--- config.mk ---
export PLATFORM = sky130hd
export DESIGN_NAME = etc_core
export DESIGN_NICKNAME = d
export VERILOG_FILES = /design/src/verilog/etc_pkg.sv /design/src/verilog/etc_core.sv
export SDC_FILE = /design/constraint.sdc
export NUM_CORES = 1
export LEC_CHECK = 0
export ABC_CLOCK_PERIOD_IN_PS = 3950
export BUFFER_PORTS_ARGS = -buffer_cell sky130_fd_sc_hd__buf_2
export CAP_MARGIN = 20
export CORE_MARGIN = 5
export CORE_UTILIZATION = 47
export DETAILED_ROUTE_END_ITERATION = 8
export PLACE_DENSITY = 0.69
export SYNTH_ARGS = -nofsm -noshare
export SYNTH_HDL_FRONTEND = slang
export SYNTH_SLANG_ARGS = --single-unit
--- constraint.sdc ---
create_clock -name core_clk -period 3.95 [get_ports core_clk]
set_input_delay 0.1975 -clock core_clk [delete_from_list [all_inputs] [get_ports core_clk]]
set_output_delay 0.1975 -clock core_clk [all_outputs]
set_load 0.02 [all_outputs]
--- src/verilog/etc_pkg.sv ---
// Functional notes
// - count steps value by one, per direction
// - clear forces counter to zero
// - each tick clears, increments or decrements
// - clock select zero stops all ticks
// - counter readable and writable at any time
// - counter write beats clear and count
// - three-bit mode split across control A/B
// - overflow flag per mode, interrupt source
// - comparator checks counter against both values
// - match sets flag on following tick
// - flag clears on service or one-write
// - pwm modes double buffer compare values
// - compare writes go to buffer or direct
// - force strobe updates latch only, non-pwm
// - counter write blocks next tick's matches
// - latches keep value across mode change
// - output mode fields take effect immediately
// - output mode sets latch action at match
// - reset clears compare output latches
// - nonzero output mode overrides port pin
// - pin override ignores waveform mode
// - bottom at 0x00, max at 0xFF
// - output mode zero means no action
package etc_pkg;
	// register indices on the plain port
	localparam logic [3:0] ETC_CTRL_A  = 4'h0; // modes low bits, output modes
	localparam logic [3:0] ETC_CTRL_B  = 4'h1; // force strobes, mode bit2, clock select
	localparam logic [3:0] ETC_COUNT   = 4'h2; // counter_value
	localparam logic [3:0] ETC_CMP_A   = 4'h3; // compare_value_a
	localparam logic [3:0] ETC_CMP_B   = 4'h4; // compare_value_b
	localparam logic [3:0] ETC_MASK    = 4'h5; // interrupt masks
	localparam logic [3:0] ETC_FLAGS   = 4'h6; // flags, write one clears
	localparam logic [3:0] ETC_PINDIR  = 4'h7; // compare_pin_direction
	// field positions
	localparam int ETC_COMA_LSB = 6; // compare_output_mode a in ctrl a
	localparam int ETC_COMB_LSB = 4; // compare_output_mode b in ctrl a
	localparam int ETC_WGM_LSB  = 0; // waveform_gen_mode bits 1:0 in ctrl a
	localparam int ETC_FOCA_BIT = 7; // force strobe a in ctrl b
	localparam int ETC_FOCB_BIT = 6; // force strobe b in ctrl b
	localparam int ETC_WGM2_BIT = 3; // waveform_gen_mode bit2 in ctrl b
	localparam int ETC_CS_LSB   = 0; // clock_select_field in ctrl b
	localparam int ETC_FLG_OVF  = 0; // overflow flag bit
	localparam int ETC_FLG_CA   = 1; // compare flag a bit
	localparam int ETC_FLG_CB   = 2; // compare flag b bit
	// counter extremes and reset values
	localparam logic [7:0] ETC_BOTTOM = 8'h00;
	localparam logic [7:0] ETC_MAX    = 8'hFF;
	localparam logic [7:0] ETC_ZERO8  = 8'h00;
	// clock select encodings
	localparam logic [2:0] ETC_CS_STOP = 3'h0;
	localparam logic [2:0] ETC_CS_DIV1 = 3'h1;
	localparam logic [2:0] ETC_CS_EXTF = 3'h6;
	localparam logic [2:0] ETC_CS_EXTR = 3'h7;
	// waveform modes
	localparam logic [2:0] ETC_WGM_NORMAL = 3'h0;
	localparam logic [2:0] ETC_WGM_PCPWM  = 3'h1;
	localparam logic [2:0] ETC_WGM_CTC    = 3'h2;
	localparam logic [2:0] ETC_WGM_FPWM   = 3'h3;
	localparam logic [2:0] ETC_WGM_PCPWMA = 3'h5;
	localparam logic [2:0] ETC_WGM_FPWMA  = 3'h7;
	// compare output mode encodings
	localparam logic [1:0] ETC_COM_NONE   = 2'h0;
	localparam logic [1:0] ETC_COM_TOGGLE = 2'h1;
	localparam logic [1:0] ETC_COM_CLEAR  = 2'h2;
	localparam logic [1:0] ETC_COM_SET    = 2'h3;
	// register bus request
	typedef struct packed {
		logic [3:0] addr;
		logic [7:0] wdata;
		logic       wr;
		logic       rd;
	} etc_bus_t;
	// count direction states, one-hot
	typedef enum logic [1:0] {
		ETC_DIR_UP   = 2'b01,
		ETC_DIR_DOWN = 2'b10
	} etc_dir_t;
endpackage : etc_pkg
--- src/verilog/etc_core.sv ---
// The plain strobed port and the register offsets are this design's own decisions.
`timescale 1ns/1ps
`default_nettype none
module etc_core
	import etc_pkg::*;
(
	input  wire logic       core_clk,     // 40 MHz core clock
	input  wire logic       rst_n,        // synchronous reset, active low
	input  wire etc_bus_t   bus,          // register port request
	output logic [7:0]      rdata,        // read data, cycle after read
	input  wire logic       presc_tick,   // prescaler tick, same domain
	input  wire logic       ext_clk_pin,  // external count pin, async
	input  wire logic       irq_ack_ovf,  // overflow interrupt serviced
	input  wire logic       irq_ack_ca,   // compare a interrupt serviced
	input  wire logic       irq_ack_cb,   // compare b interrupt serviced
	input  wire logic [1:0] port_data,    // general port output values
	output logic            irq_ovf,      // overflow interrupt request
	output logic            irq_ca,       // compare a interrupt request
	output logic            irq_cb,       // compare b interrupt request
	output logic [1:0]      pin_out,      // pin values a,b
	output logic [1:0]      pin_oe        // pin drive enables a,b
);
	// compare output action at a match
	function automatic logic com_next(input logic [1:0] com, input logic cur);
		case (com)
			ETC_COM_TOGGLE: com_next = ~cur;
			ETC_COM_CLEAR:  com_next = 1'b0;
			ETC_COM_SET:    com_next = 1'b1;
			default:        com_next = cur; // no action
		endcase
	endfunction

	logic [7:0] ctrl_a_q;             // timer_control_a
	logic [4:0] ctrl_b_q;             // timer_control_b storage bits
	logic [7:0] counter_value_q;      // counter_value
	logic [7:0] cmp_a_q, cmp_b_q;     // active compare values
	logic [7:0] buf_a_q, buf_b_q;     // compare buffers
	logic [2:0] mask_q;               // interrupt masks
	logic [2:0] flags_q;              // overflow, compare a, compare b
	logic [1:0] pindir_q;             // compare_pin_direction
	logic [1:0] latch_q;              // compare_output_latch a,b
	logic       block_q;              // match block pending
	logic       ext_s1_q, ext_s2_q;   // pin synchroniser
	logic       ext_prev_q;           // edge detector history
	etc_dir_t   dir_q;                // count direction
	logic       timer_tick;           // one-cycle tick enable
	logic [2:0] waveform_gen_mode;    // full mode field
	logic [2:0] clock_select_field;
	logic [1:0] com_a, com_b;         // compare output modes
	logic       pwm_mode, fast_mode, pc_mode;
	logic [7:0] top_val;
	logic       match_a, match_b;     // comparator outputs
	logic       at_top, at_bottom, at_max;
	logic       wr_count, wr_ca, wr_cb;
	logic       force_a, force_b;
	logic       eff_a, eff_b;         // unblocked matches on tick

	assign waveform_gen_mode  = {ctrl_b_q[ETC_WGM2_BIT], ctrl_a_q[ETC_WGM_LSB +: 2]};
	assign clock_select_field = ctrl_b_q[ETC_CS_LSB +: 3];
	assign com_a = ctrl_a_q[ETC_COMA_LSB +: 2]; // used live, unbuffered
	assign com_b = ctrl_a_q[ETC_COMB_LSB +: 2];
	assign fast_mode = (waveform_gen_mode == ETC_WGM_FPWM) || (waveform_gen_mode == ETC_WGM_FPWMA);
	assign pc_mode   = (waveform_gen_mode == ETC_WGM_PCPWM) || (waveform_gen_mode == ETC_WGM_PCPWMA);
	assign pwm_mode  = fast_mode || pc_mode;
	assign top_val   = waveform_gen_mode[2] ? cmp_a_q : ETC_MAX;
	assign at_bottom = (counter_value_q == ETC_BOTTOM);
	assign at_max    = (counter_value_q == ETC_MAX);
	assign at_top    = (waveform_gen_mode == ETC_WGM_CTC) ? match_a : (counter_value_q == top_val);
	assign match_a   = (counter_value_q == cmp_a_q);
	assign match_b   = (counter_value_q == cmp_b_q);
	assign wr_count  = bus.wr && (bus.addr == ETC_COUNT);
	assign wr_ca     = bus.wr && (bus.addr == ETC_CMP_A);
	assign wr_cb     = bus.wr && (bus.addr == ETC_CMP_B);
	assign force_a   = bus.wr && (bus.addr == ETC_CTRL_B) && bus.wdata[ETC_FOCA_BIT] && !pwm_mode;
	assign force_b   = bus.wr && (bus.addr == ETC_CTRL_B) && bus.wdata[ETC_FOCB_BIT] && !pwm_mode;
	assign eff_a     = timer_tick && match_a && !block_q;
	assign eff_b     = timer_tick && match_b && !block_q;

	// external pin synchroniser, two stages
	always_ff @(posedge core_clk) begin
		if (!rst_n) begin
			ext_s1_q   <= 1'b0;
			ext_s2_q   <= 1'b0;
			ext_prev_q <= 1'b0;
		end else begin
			ext_s1_q   <= ext_clk_pin;
			ext_s2_q   <= ext_s1_q;
			ext_prev_q <= ext_s2_q;
		end
	end

	// clock select: tick source, none when stopped
	always_comb begin
		case (clock_select_field)
			ETC_CS_STOP: timer_tick = 1'b0;
			ETC_CS_EXTF: timer_tick = ext_prev_q && !ext_s2_q;
			ETC_CS_EXTR: timer_tick = !ext_prev_q && ext_s2_q;
			ETC_CS_DIV1: timer_tick = 1'b1;
			default:     timer_tick = presc_tick;
		endcase
	end

	// control registers, masks and pin direction
	always_ff @(posedge core_clk) begin
		if (!rst_n) begin
			ctrl_a_q <= ETC_ZERO8;
			ctrl_b_q <= 5'h00;
			mask_q   <= 3'h0;
			pindir_q <= 2'h0;
		end else if (bus.wr) begin
			case (bus.addr)
				ETC_CTRL_A: ctrl_a_q <= bus.wdata;
				ETC_CTRL_B: ctrl_b_q <= bus.wdata[4:0]; // strobes not stored
				ETC_MASK:   mask_q   <= bus.wdata[2:0];
				ETC_PINDIR: pindir_q <= bus.wdata[1:0];
				default:    ;
			endcase
		end
	end

	// direction: phase-correct flips at the ends
	always_ff @(posedge core_clk) begin
		if (!rst_n) begin
			dir_q <= ETC_DIR_UP;
		end else if (!pc_mode) begin
			dir_q <= ETC_DIR_UP;
		end else if (timer_tick && !wr_count) begin
			if (dir_q == ETC_DIR_UP && counter_value_q == top_val - 8'h01)
				dir_q <= ETC_DIR_DOWN;
			else if (dir_q == ETC_DIR_DOWN && counter_value_q == 8'h01)
				dir_q <= ETC_DIR_UP;
		end
	end

	// counter: write first, then clear, then count
	always_ff @(posedge core_clk) begin
		if (!rst_n) begin
			counter_value_q <= ETC_ZERO8;
		end else if (wr_count) begin
			counter_value_q <= bus.wdata;
		end else if (timer_tick) begin
			if (!pc_mode && at_top)
				counter_value_q <= ETC_BOTTOM;
			else if (pc_mode && dir_q == ETC_DIR_DOWN) // stale down ignored off phase-correct
				counter_value_q <= counter_value_q - 8'h01;
			else
				counter_value_q <= counter_value_q + 8'h01;
		end
	end

	// match block after a counter write, lasts one tick
	always_ff @(posedge core_clk) begin
		if (!rst_n)
			block_q <= 1'b0;
		else if (wr_count)
			block_q <= 1'b1;
		else if (timer_tick)
			block_q <= 1'b0;
	end

	// compare values, buffered in pwm modes
	always_ff @(posedge core_clk) begin
		if (!rst_n) begin
			cmp_a_q <= ETC_ZERO8;
			cmp_b_q <= ETC_ZERO8;
			buf_a_q <= ETC_ZERO8;
			buf_b_q <= ETC_ZERO8;
		end else begin
			if (wr_ca) buf_a_q <= bus.wdata;
			if (wr_cb) buf_b_q <= bus.wdata;
			if (!pwm_mode) begin // bypass
				if (wr_ca) cmp_a_q <= bus.wdata;
				if (wr_cb) cmp_b_q <= bus.wdata;
			end else if (timer_tick && at_top) begin // top is passed once per period
				cmp_a_q <= buf_a_q; // load at top
				cmp_b_q <= buf_b_q;
			end
		end
	end

	// flags: hardware set beats software clear
	always_ff @(posedge core_clk) begin
		logic [2:0] set_v;
		logic [2:0] clr_v;
		set_v = 3'h0;
		clr_v = {irq_ack_cb, irq_ack_ca, irq_ack_ovf};
		if (bus.wr && bus.addr == ETC_FLAGS)
			clr_v = clr_v | bus.wdata[2:0];
		// overflow point per mode
		if (timer_tick) begin
			if (pc_mode)
				set_v[ETC_FLG_OVF] = at_bottom; // direction already turned here
			else if (fast_mode)
				set_v[ETC_FLG_OVF] = at_top;
			else
				set_v[ETC_FLG_OVF] = at_max && !wr_count;
		end
		set_v[ETC_FLG_CA] = eff_a;
		set_v[ETC_FLG_CB] = eff_b;
		if (!rst_n)
			flags_q <= 3'h0;
		else
			flags_q <= (flags_q & ~clr_v) | set_v;
	end

	// compare output latches, kept across mode change
	always_ff @(posedge core_clk) begin
		if (!rst_n) begin
			latch_q <= 2'h0;
		end else begin
			if (force_a || (eff_a && !pwm_mode))
				latch_q[0] <= com_next(com_a, latch_q[0]);
			else if (eff_a && fast_mode && com_a[1])
				latch_q[0] <= com_a[0]; // clear or set on match
			else if (eff_a && pc_mode && com_a[1])
				latch_q[0] <= com_a[0] ^ (dir_q == ETC_DIR_DOWN);
			else if (eff_a && pwm_mode && com_a == ETC_COM_TOGGLE && waveform_gen_mode[2])
				latch_q[0] <= ~latch_q[0];
			else if (timer_tick && fast_mode && at_top && com_a[1])
				latch_q[0] <= ~com_a[0]; // opposite level at bottom
			if (force_b || (eff_b && !pwm_mode))
				latch_q[1] <= com_next(com_b, latch_q[1]);
			else if (eff_b && fast_mode && com_b[1])
				latch_q[1] <= com_b[0];
			else if (eff_b && pc_mode && com_b[1])
				latch_q[1] <= com_b[0] ^ (dir_q == ETC_DIR_DOWN);
			else if (timer_tick && fast_mode && at_top && com_b[1])
				latch_q[1] <= ~com_b[0];
		end
	end

	// pin mux: latch replaces port when mode nonzero
	always_ff @(posedge core_clk) begin
		if (!rst_n) begin
			pin_out <= 2'h0;
			pin_oe  <= 2'h0;
		end else begin
			pin_out[0] <= (com_a != ETC_COM_NONE) ? latch_q[0] : port_data[0];
			pin_out[1] <= (com_b != ETC_COM_NONE) ? latch_q[1] : port_data[1];
			pin_oe     <= pindir_q; // direction from compare_pin_direction bits
		end
	end

	// interrupt requests
	always_ff @(posedge core_clk) begin
		if (!rst_n) begin
			irq_ovf <= 1'b0;
			irq_ca  <= 1'b0;
			irq_cb  <= 1'b0;
		end else begin
			irq_ovf <= flags_q[ETC_FLG_OVF] & mask_q[ETC_FLG_OVF];
			irq_ca  <= flags_q[ETC_FLG_CA] & mask_q[ETC_FLG_CA];
			irq_cb  <= flags_q[ETC_FLG_CB] & mask_q[ETC_FLG_CB];
		end
	end

	// read data, one cycle after strobe
	always_ff @(posedge core_clk) begin
		if (!rst_n) begin
			rdata <= ETC_ZERO8;
		end else if (bus.rd) begin
			case (bus.addr)
				ETC_CTRL_A: rdata <= ctrl_a_q;
				ETC_CTRL_B: rdata <= {3'h0, ctrl_b_q};
				ETC_COUNT:  rdata <= counter_value_q;
				ETC_CMP_A:  rdata <= pwm_mode ? buf_a_q : cmp_a_q;
				ETC_CMP_B:  rdata <= pwm_mode ? buf_b_q : cmp_b_q;
				ETC_MASK:   rdata <= {5'h00, mask_q};
				ETC_FLAGS:  rdata <= {5'h00, flags_q};
				ETC_PINDIR: rdata <= {6'h00, pindir_q};
				default:    rdata <= ETC_ZERO8;
			endcase
		end else begin
			rdata <= ETC_ZERO8;
		end
	end

	// checks
	property p_stop_hold;
		@(posedge core_clk) disable iff (!rst_n)
		(clock_select_field == ETC_CS_STOP && !wr_count) |=> $stable(counter_value_q);
	endproperty
	a_stop_hold: assert property (p_stop_hold) else $error("counter moved while stopped");

	property p_write_wins;
		@(posedge core_clk) disable iff (!rst_n)
		wr_count |=> counter_value_q == $past(bus.wdata);
	endproperty
	a_write_wins: assert property (p_write_wins) else $error("counter write lost");

	property p_step;
		@(posedge core_clk) disable iff (!rst_n)
		(timer_tick && !wr_count && !at_top && !pc_mode) |=> counter_value_q == $past(counter_value_q) + 8'h01;
	endproperty
	a_step: assert property (p_step) else $error("count step wrong");

	property p_flag_a;
		@(posedge core_clk) disable iff (!rst_n)
		(timer_tick && match_a && !block_q) |=> flags_q[ETC_FLG_CA];
	endproperty
	a_flag_a: assert property (p_flag_a) else $error("compare flag a not set");

	property p_block;
		@(posedge core_clk) disable iff (!rst_n)
		(timer_tick && block_q && !wr_count) |=> (flags_q[2:1] & ~$past(flags_q[2:1])) == 2'b00;
	endproperty
	a_block: assert property (p_block) else $error("flags set despite block");

	property p_clear_flag;
		@(posedge core_clk) disable iff (!rst_n)
		(bus.wr && bus.addr == ETC_FLAGS && bus.wdata[ETC_FLG_CB] && !eff_b) |=> !flags_q[ETC_FLG_CB];
	endproperty
	a_clear_flag: assert property (p_clear_flag) else $error("flag b not cleared");

	property p_irq;
		@(posedge core_clk) disable iff (!rst_n)
		(flags_q[ETC_FLG_CA] && mask_q[ETC_FLG_CA]) |=> irq_ca;
	endproperty
	a_irq: assert property (p_irq) else $error("irq a missing");

	property p_override;
		@(posedge core_clk) disable iff (!rst_n)
		(rst_n && com_b == ETC_COM_NONE) |=> pin_out[1] == $past(port_data[1]);
	endproperty
	a_override: assert property (p_override) else $error("pin b not port value");

	property p_direct;
		@(posedge core_clk) disable iff (!rst_n)
		(wr_ca && !pwm_mode) |=> cmp_a_q == $past(bus.wdata);
	endproperty
	a_direct: assert property (p_direct) else $error("direct compare write lost");

	property p_oe;
		@(posedge core_clk) disable iff (!rst_n)
		rst_n |=> pin_oe == $past(pindir_q);
	endproperty
	a_oe: assert property (p_oe) else $error("pin enable not direction bits");

	property p_latch_reset;
		@(posedge core_clk)
		!rst_n |=> latch_q == 2'h0;
	endproperty
	a_latch_reset: assert property (p_latch_reset) else $error("latch not cleared by reset");

	property p_force_flag;
		@(posedge core_clk) disable iff (!rst_n)
		(force_a && !eff_a && !flags_q[ETC_FLG_CA]) |=> !flags_q[ETC_FLG_CA];
	endproperty
	a_force_flag: assert property (p_force_flag) else $error("force set compare flag a");

	property p_force_latch;
		@(posedge core_clk) disable iff (!rst_n)
		(force_a && com_a == ETC_COM_TOGGLE) |=> latch_q[0] != $past(latch_q[0]);
	endproperty
	a_force_latch: assert property (p_force_latch) else $error("force did not toggle latch a");

	property p_mode_keep;
		@(posedge core_clk) disable iff (!rst_n)
		(bus.wr && bus.addr == ETC_CTRL_A && !timer_tick) |=> $stable(latch_q);
	endproperty
	a_mode_keep: assert property (p_mode_keep) else $error("latch moved on mode write");

	property p_ovf_max;
		@(posedge core_clk) disable iff (!rst_n)
		(timer_tick && !wr_count && waveform_gen_mode == ETC_WGM_NORMAL && at_max)
			|=> flags_q[ETC_FLG_OVF];
	endproperty
	a_ovf_max: assert property (p_ovf_max) else $error("overflow flag not set from max");

	property p_com_none;
		@(posedge core_clk) disable iff (!rst_n)
		(eff_a && com_a == ETC_COM_NONE && !force_a) |=> $stable(latch_q[0]);
	endproperty
	a_com_none: assert property (p_com_none) else $error("latch a moved with mode zero");

	property p_ctc_clear;
		@(posedge core_clk) disable iff (!rst_n)
		(timer_tick && !wr_count && waveform_gen_mode == ETC_WGM_CTC && match_a)
			|=> counter_value_q == ETC_BOTTOM;
	endproperty
	a_ctc_clear: assert property (p_ctc_clear) else $error("counter not cleared on match");
endmodule : etc_core
`default_nettype wire

== After elaboration in Yosys (flattened, before gate mapping) ==
Cells that the tools add are included.
Storage, ports and cells
  bits in registers: 84
  bits in latches: 0
  RAM bits: 0
  ROM bits: 0
  input bits: 23
  output and inout bits: 15
  word-level logic and storage cells: 180
  memories kept: 0
Cells by class
  $add $sub $neg: 3
  multipliers: 0
  div/mod/pow operators: 0
  magnitude comparators: 0
  eq/ne operators: 32
  shift-type cells: 0
  multiplexer cells: 37
  bitwise logic cells: 13
  reduce and logical (&&, ||, !) cells: 72
Operator list (number)
  two-way mux 8 bit: 13
  one-hot mux 8 bit (8 select lines): 1
  logical AND 1 bit: 39
  == test 8 bit: 4
  AND reduction 2 bit: 11
  two-way mux 1 bit: 17
  == test 4 x 3 -> 1 bit, second input constant: 4
  subtractor 8 x 1 -> 8 bit, second input constant: 2
  == test 3 bit, second input constant: 4
  nonzero test 2 bit: 6
  == test 2 bit, second input constant: 5
  adder 8 x 1 -> 8 bit, second input constant: 1
  == test 4 x 2 -> 1 bit, second input constant: 2
  == test 8 x 1 -> 1 bit, second input constant: 1
  == test 8 bit, second input constant: 1
  logical NOT 8 bit: 1
  inequality test 4 x 1 -> 1 bit, second input constant: 2
  == test 2 x 1 -> 1 bit, second input constant: 3
  == test 3 x 1 -> 1 bit, second input constant: 2
  == test 3 x 2 -> 1 bit, second input constant: 2
  logical NOT 1 bit: 6
  bitwise OR 3 bit: 2
  one-hot mux 1 bit (3 select lines): 2
  logical OR 1 bit: 5
  other kinds (14): 21

== Depth between registers and ports, before layout ==
Gate-level depths: netlist of run 1.
  depth in word-level cells: 12
  mapped depth: 11
  gate-level depth less buffers: 10

== Worst setup path before layout of run 1 ==
No wires, ideal clock.
  path kind: reg2reg
  start point: reg ctrl_b_q[3]
  end point: reg dir_q[0]
  setup time: 0.114 ns
  data arrival time: 2.381 ns
  required time: 3.836 ns
  path slack: 1.455 ns
  stages on the path, launching flop included: 12
  buffers on the path: 1
  clock period less this slack: 2.495 ns
  path through: dfxtp_1 buf_2 nand2b_1 inv_1 ha_1 nor3b_1 xnor2_1 xnor2_1 o31ai_1 a32oi_1 or4_1 a21o_1
Between the ends
  cells in the longest elaborated chain, start to end: 6
  elaborated cells between the ends (all ways): 11
  classes of those cells: add/sub (1); eq/ne (3); mux (2); reduce/logical (5)
RTL lines
  start, declared: RTL line etc_core.sv:34  | logic [4:0] ctrl_b_q;
  start signal, assigned: RTL line etc_core.sv:113  | ETC_CTRL_B: ctrl_b_q <= bus.wdata[4:0];
  two-way mux 8 bit: RTL line etc_core.sv:65  | assign top_val = waveform_gen_mode[2] ? cmp_a_q : ETC_MAX;
  subtractor 8 x 1 -> 8 bit: RTL line etc_core.sv:128  | if (dir_q == ETC_DIR_UP && counter_value_q == top_val - 8'h01)
  == test 8 bit: RTL line etc_core.sv:128
  logical AND 1 bit: RTL line etc_core.sv:128
  nonzero test 2 bit (no line)
  AND reduction 2 bit (no line)
  end signal, assigned: RTL line etc_core.sv:126  | dir_q <= ETC_DIR_UP;
  end signal, assigned: RTL line etc_core.sv:129  | dir_q <= ETC_DIR_DOWN;
  end signal, assigned: RTL line etc_core.sv:131  | dir_q <= ETC_DIR_UP;
  end, declared: RTL line etc_core.sv:45  | etc_dir_t dir_q;
Several ways; a longest one is shown, not always the timed one.
A chain may end at the register's enable or synchronous reset.

== Worst setup path in the final report of run 1 ==
Ends and elaborated chain as after synthesis.

==> metrics, run 1 <==
status completed; Max Root-Sink Buffers 2; nets@finish 657; average instance area after synthesis 7.86 sq um; total grt overflow 0; internal power 1.22 mW; CP Launch Type flip-flop; post-synth design cell area 4870 sq um; Clock Sink Count 84; Post-CTS Setup Inserts 0; relative slew slack 0.486; die extent in y 112 um; Worst VDD drop 0.271 mV; pin count of the biggest net entering global routing 57; Final Max Tran Viols 0; count of input and output buffers 37; Reg-to-Reg End dir_q[0]; DRC viols 0; Fin Setup TNS 0 ns; TritonCTS clock tree yes; Hold Crit Class primary input to flip-flop; antenna-violating nets left 0; Setup Skew 0.0126 ns; Die ar. 12,500 sq um; Mapped Cells 620; H-tree levels 3; first-pass iteration count of the detailed router 4; Cell Rows 37; share of cells above drive strength 1 0.134; setup violators final 0; initial antenna violation count 0; Sequential Power Share 0.527; Comb pwr share 0.086; crit path buf inv count 1; DR vias 4,496; synth warn 0; largest delay contributor family on the critical path simple AND/OR/NAND/NOR gates; drt initial violations 332; CP max stage delay 0.66 ns; number of flops mapped to enable cells by yosys 0; Synth Flop Type dfxtp_1; post-cts resize count 0; Worst-Skew Late Latency 0.37 ns; WHS Endpoint ext_s1_q; Switching Share 0.267; r2r setup slk 1.04 ns; pwr/cell area 315 nW/um^2; slowest CP cell dfxtp_1; Req. time, crit path 4.23 ns; top-level port count 38; Achievable Freq 344 MHz; Cell variety after synth 65; Die X-Extent 112 um; Clock Pin Slew Worst Setup and Hold Paths 0.09 ns; critical hold path startpoint ext_clk_pin; vias in the first global route 4,305; placer congestion estimate 0.891; sequential element share of the synthesized area 0.345; Vias/cell 5.85; minimum clock period 2.91 ns; NetSw 0.443 mW; worst-path fanout max 15; WL per Instance 18.0 um; Yosys reg bits 84; MaxCap Viol Count 0; core area 10,200 sq um; worst slew pin tran 0.768 ns; critical path's most frequent cell xnor2_1; global-route wire length before repair 22,100 um; Post-synth ARST share 0; worst hold stages 2; clock root buffer clkbuf_8; hpwl dp 9800 um; Hold-fix buffers, CTS 0; CTS buffer count 9; Power Total 1.66 mW; worst r2r src ctrl_b_q[3]; clock share of power 0.387; Mapped Nets 650; CP endpoint kind flip-flop; drt total wl 13,800 um; GRT Total Usage 0.220; Final period util 0.736; critical path type flip-flop to flip-flop; P_leak 1.99 nW; Area growth, synth to finish 8.14%; Initial Utilization 0.476; RSZ-0062 raised after global routing false; FF-to-FF path depth 10; CP cell instances inv_2 -> nor2_1 -> ha_1 -> nor3b_1 -> xnor2_1 -> xnor2_1 -> o31ai_1 -> a32oi_1 -> or4_1 -> a21o_1; crit path DAT 3.18 ns; ANT cells 0; final hold vios 0
layout make-up:
type                    count  area [sq um]
fillers                  1005          4960
multi-input cells         471          2920
flip-flops and latches     84          1680
repair buffers             42           223
well taps                 136           170
clock buffers              11           141
inverters                  19          71.3
clock inverters             5          60.1
how the worst max path moves through the flow:
stage	from	to	cells past startpoint
final	ctrl_b_q[3]	dir_q[0]	10
after CTS	ctrl_b_q[3]	dir_q[0]	10
after detailed placement	ctrl_b_q[3]	dir_q[0]	10
after global placement	ctrl_b_q[3]	dir_q[0]	10
after global routing	ctrl_b_q[3]	dir_q[0]	10
after floorplan	ctrl_b_q[3]	dir_q[0]	11
cells by family after synthesis:
| family | after synthesis | synth area share |
|---|---|---|
| compound gates | 164 | 0.225 |
| xor+xnor | 33 | 0.0593 |
| fa+ha+maj | 7 | 0.0180 |
| buf+inv | 65 | 0.0565 |
| flops | 84 | 0.345 |
| mux | 31 | 0.0640 |
| simple gates | 236 | 0.232 |
flip-flops by register name (all words and copies together) (netlist names):
name	count
buf_a_q	8
buf_b_q	8
cmp_a_q	8
cmp_b_q	8
counter_value_q	8
ctrl_a_q	8
rdata	8
ctrl_b_q	5
flags_q	3
mask_q	3
dir_q	2
latch_q	2
pin_oe	2
pin_out	2
pindir_q	2
block_q	1
ext_prev_q	1
ext_s1_q	1
ext_s2_q	1
irq_ca	1
irq_cb	1
irq_ovf	1
per-stage QoR:
stage / hold WS, ns / worst slack, ns / instances / cell area (sq um) / utilization
after floorplan: 0.325 / 1.45 / 620 / 4870 / -
after global placement: 0.410 / 1.15 / 752 / 5070 / 0.495
final: 0.0382 / 1.04 / 768 / 5270 / 0.515
after CTS: 0.0277 / 1.07 / 768 / 5270 / 0.515
after detailed placement: 0.408 / 1.09 / 752 / 5070 / 0.495
after global routing: 0.0260 / 0.764 / 768 / 5270 / 0.515
metal layers:
metal	track usage	routed length, um	vias to the layer above
met4	0.0795	280	0
met5	0	0	-
met2	0.357	6530	162
li1	-	-	2196
met1	0.290	6080	2111
met3	0.0446	923	27
power by group through the flow:
stage	registers (mW)	clock network, mW	logic (mW)
6_report	0.874	0.643	0.143
5_1_grt	0.876	0.694	0.155
4_1_cts	0.874	0.651	0.141
3_5_place_dp	0.894	0	0.140
3_3_place_gp	0.893	0	0.138
2_1_floorplan	0.885	0	0.100
cell usage in the layout, fill, tap and decap left out, types with 5 or more instances in the layout:
cell / n
a21o_1: 7
buf_4: 5
o21ai_0: 16
xor2_1: 10
a31oi_1: 7
nand4_1: 5
nor3_1: 11
buf_2: 37
mux2i_1: 30
nor2_1: 46
and2_1: 7
o31ai_1: 6
a21oi_1: 61
a21o_2: 10
nand3_1: 19
xnor2_1: 23
dfxtp_1: 84
a21boi_0: 8
nand2_1: 100
nand2b_1: 11
clkbuf_8: 10
inv_1: 16
o22ai_1: 13
ha_1: 7
a32oi_1: 5
cells in the mapped netlist, types with 4 or more instances:
library cell / n / area (sq um)
nand3b_1: 4 / 30.0
ha_1: 7 / 87.6
buf_2: 7 / 35.0
nand3_1: 19 / 95.1
a21o_1: 7 / 52.6
and3_1: 4 / 25.0
xor2_1: 10 / 87.6
a21o_2: 10 / 87.6
a21oi_1: 61 / 305
nand4_1: 5 / 31.3
inv_1: 16 / 60.1
dfxtp_1: 84 / 1680
o21ai_0: 16 / 80.1
o22ai_1: 13 / 81.3
nor3_1: 11 / 55.1
nor4_1: 5 / 31.3
nor2b_1: 4 / 25.0
a21oi_2: 4 / 35.0
a21boi_0: 8 / 60.1
a31oi_1: 7 / 43.8
mux2i_1: 30 / 300
clkbuf_1: 34 / 128
a32oi_1: 5 / 43.8
nand2_1: 100 / 375
o31ai_1: 6 / 45.0
and2_1: 7 / 43.8
xnor2_1: 23 / 201
nand2b_1: 11 / 68.8
nor2_1: 46 / 173
or3_1: 4 / 25.0
(Power assumes the default switching activity.)
==> inputs of run 2 (changes only) <==
Settings changed: ABC_CLOCK_PERIOD_IN_PS 3950 to 2300, PLACE_DENSITY 0.69 to 0.71.
Clock period 3.95 ns to 2.3 ns, I/O delays scaled along.
==> run 2 against run 1 <==
Effect of this change: sequential power is 70% higher; clock power increased by 77%; cell area increased by 11%; critical endpoint is now cmp_b_q[1]; core utilization grew 5.4 points.
==> metrics, run 2 (same netlist as run 1, synthesis figures left out) <==
CTS buffer count 9; die extent in y 112 um; slowest CP cell dfxtp_1; Reg-to-Reg End cmp_b_q[1]; nets@finish 715; first-pass iteration count of the detailed router 5; drt initial violations 420; Post-Place Cells 804; GRT Total Usage 0.239; TritonCTS clock tree yes; final hold vios 0; antenna-violating nets left 0; Clock Sink Count 84; Non-Filler Instances 826; DR vias 4,825; Clock Pin Slew Worst Setup and Hold Paths 0.09 ns; WP depth 8; initial antenna violation count 0; Power Total 2.94 mW; core area 10,200 sq um; largest delay contributor family on the critical path simple AND/OR/NAND/NOR gates; worst hold stages 3; vias in the first global route 4,516; Worst VDD drop 0.341 mV; Die ar. 12,500 sq um; fin util 0.569; CP endpoint kind flip-flop; CP Launch Type flip-flop; hpwl dp 11,100 um; Worst-Skew Late Latency 0.36 ns; setup violators final 0; Initial Utilization 0.476; Final Max Tran Viols 0; Fin Setup TNS 0 ns; Max Root-Sink Buffers 2; most common cell after layout, fill and taps aside nand2_1; placer congestion estimate 0.978; CP max stage delay 0.39 ns; minimum clock period 2.24 ns; relative slew slack 0.604; CP startpoint cmp_a_q[5]; Final period util 0.976; crit path buf inv count 1; RSZ-0062 raised after global routing true; pwr/cell area 505 nW/um^2; critical path type flip-flop to flip-flop; drt total wl 15,100 um; clock root buffer clkbuf_8; MaxCap Viol Count 0; global-route wire length before repair 23,900 um; Critical Path Sink cmp_b_q[1]; r2r setup slk 0.06 ns; Hold Crit Class primary input to flip-flop; H-tree levels 3; ANT cells 0; Setup Skew 0.0131 ns; crit path DAT 2.53 ns; total grt overflow 0; commonest cells after routing, fill and taps aside 100 x nand2_1, 76 x dfxtp_1, 61 x a21oi_1; DRC viols 0; count of input and output buffers 37; worst r2r src cmp_a_q[5]; share of cells above drive strength 1 0.232; pin count of the biggest net entering global routing 55; Req. time, crit path 2.59 ns; WL per Instance 18.3 um; CP cell instances nand2b_1 -> or3_1 -> o31a_1 -> nor4_4 -> buf_4 -> a31oi_4 -> a21o_2 -> a21oi_1; P_leak 2.30 nW; Area growth, synth to finish 19.5%; Die X-Extent 112 um; worst slew pin tran 0.594 ns; Achievable Freq 446 MHz; FF-to-FF path depth 8; top-level port count 38; Vias/cell 5.84; worst-path fanout max 16; Cell Rows 37; status completed
==> run 2: changes by cell type in the layout (fill, tap and decap cells not counted), moves of 2 or more <==
cell / change
buf_4: +53
nand3_1: -2
nor2_1: -2
dfxtp_2: +7
dlygate4sd3_1: +3
nand3_2: +2
nor2_2: +2
dfxtp_1: -8
==> run 2: cell type report <==
class                      instances  area (sq um)
tap                              136           170
clock buffer                      10           138
multi-input combinational        472          3010
sequential                        84          1690
inverter                          19          71.3
fill                             937          4410
timing repair buffer              99           671
clock inverter                     6          71.3
==> run 2: worst min-delay path by stage <==
stage / slack (ns) / from / endpoint
floorplan: 0.24 / ext_clk_pin / ext_s1_q
global placement: 0.32 / ext_clk_pin / ext_s1_q
detailed placement: 0.34 / ext_clk_pin / ext_s1_q
CTS: 0.03 / irq_ack_ovf / flags_q[0]
global route: 0.04 / irq_ack_ovf / flags_q[0]
finish: 0.03 / irq_ack_ovf / flags_q[0]
==> run 2: per-layer routing <==
metal,track usage,vias up,share of wire
met1,0.313,2256,0.41
met2,0.396,232,0.48
met3,0.0543,17,0.090
met4,0.0624,0,0.015
li1,-,2320,-
met5,0,-,0
==> run 2: repair_timing <==
item                                   in CTS  in global routing
cloned                                      0                  1
hold buffers                                3                  0
setup endpoints to repair                  23                 26
resized for setup                           2                 19
pin swaps                                   0                  6
setup buffers                               0                  2
endpoints found under the hold margin       3                  0
==> run 2: metrics by stage <==
| step | hold slack, ns | worst slack [ns] | area, sq um |
|---|---|---|---|
| final | 0.0303 | 0.0555 | 5820 |
| after global routing | 0.0374 | -0.0804 | 5820 |
| after CTS | 0.0254 | 0.00980 | 5720 |
| after detailed placement | 0.336 | -0.0692 | 5480 |
| after global placement | 0.325 | -0.00861 | 5480 |
| after floorplan | 0.242 | 0.0163 | 4890 |
==> run 2: power by group <==
group | internal [mW] | switching, mW | leakage [nW]
Clock | 0.544 | 0.598 | 0.105
Combinational | 0.115 | 0.193 | 1.51
Sequential | 1.47 | 0.0186 | 0.683
==> run 2: worst register-to-register path, cell delays in order (launching register included) <==
cell,delay (ns)
dfxtp_1,0.39
nand2b_1,0.19
or3_1,0.32
o31a_1,0.15
nor4_4,0.32
buf_4,0.20
a31oi_4,0.20
a21o_2,0.25
a21oi_1,0.15
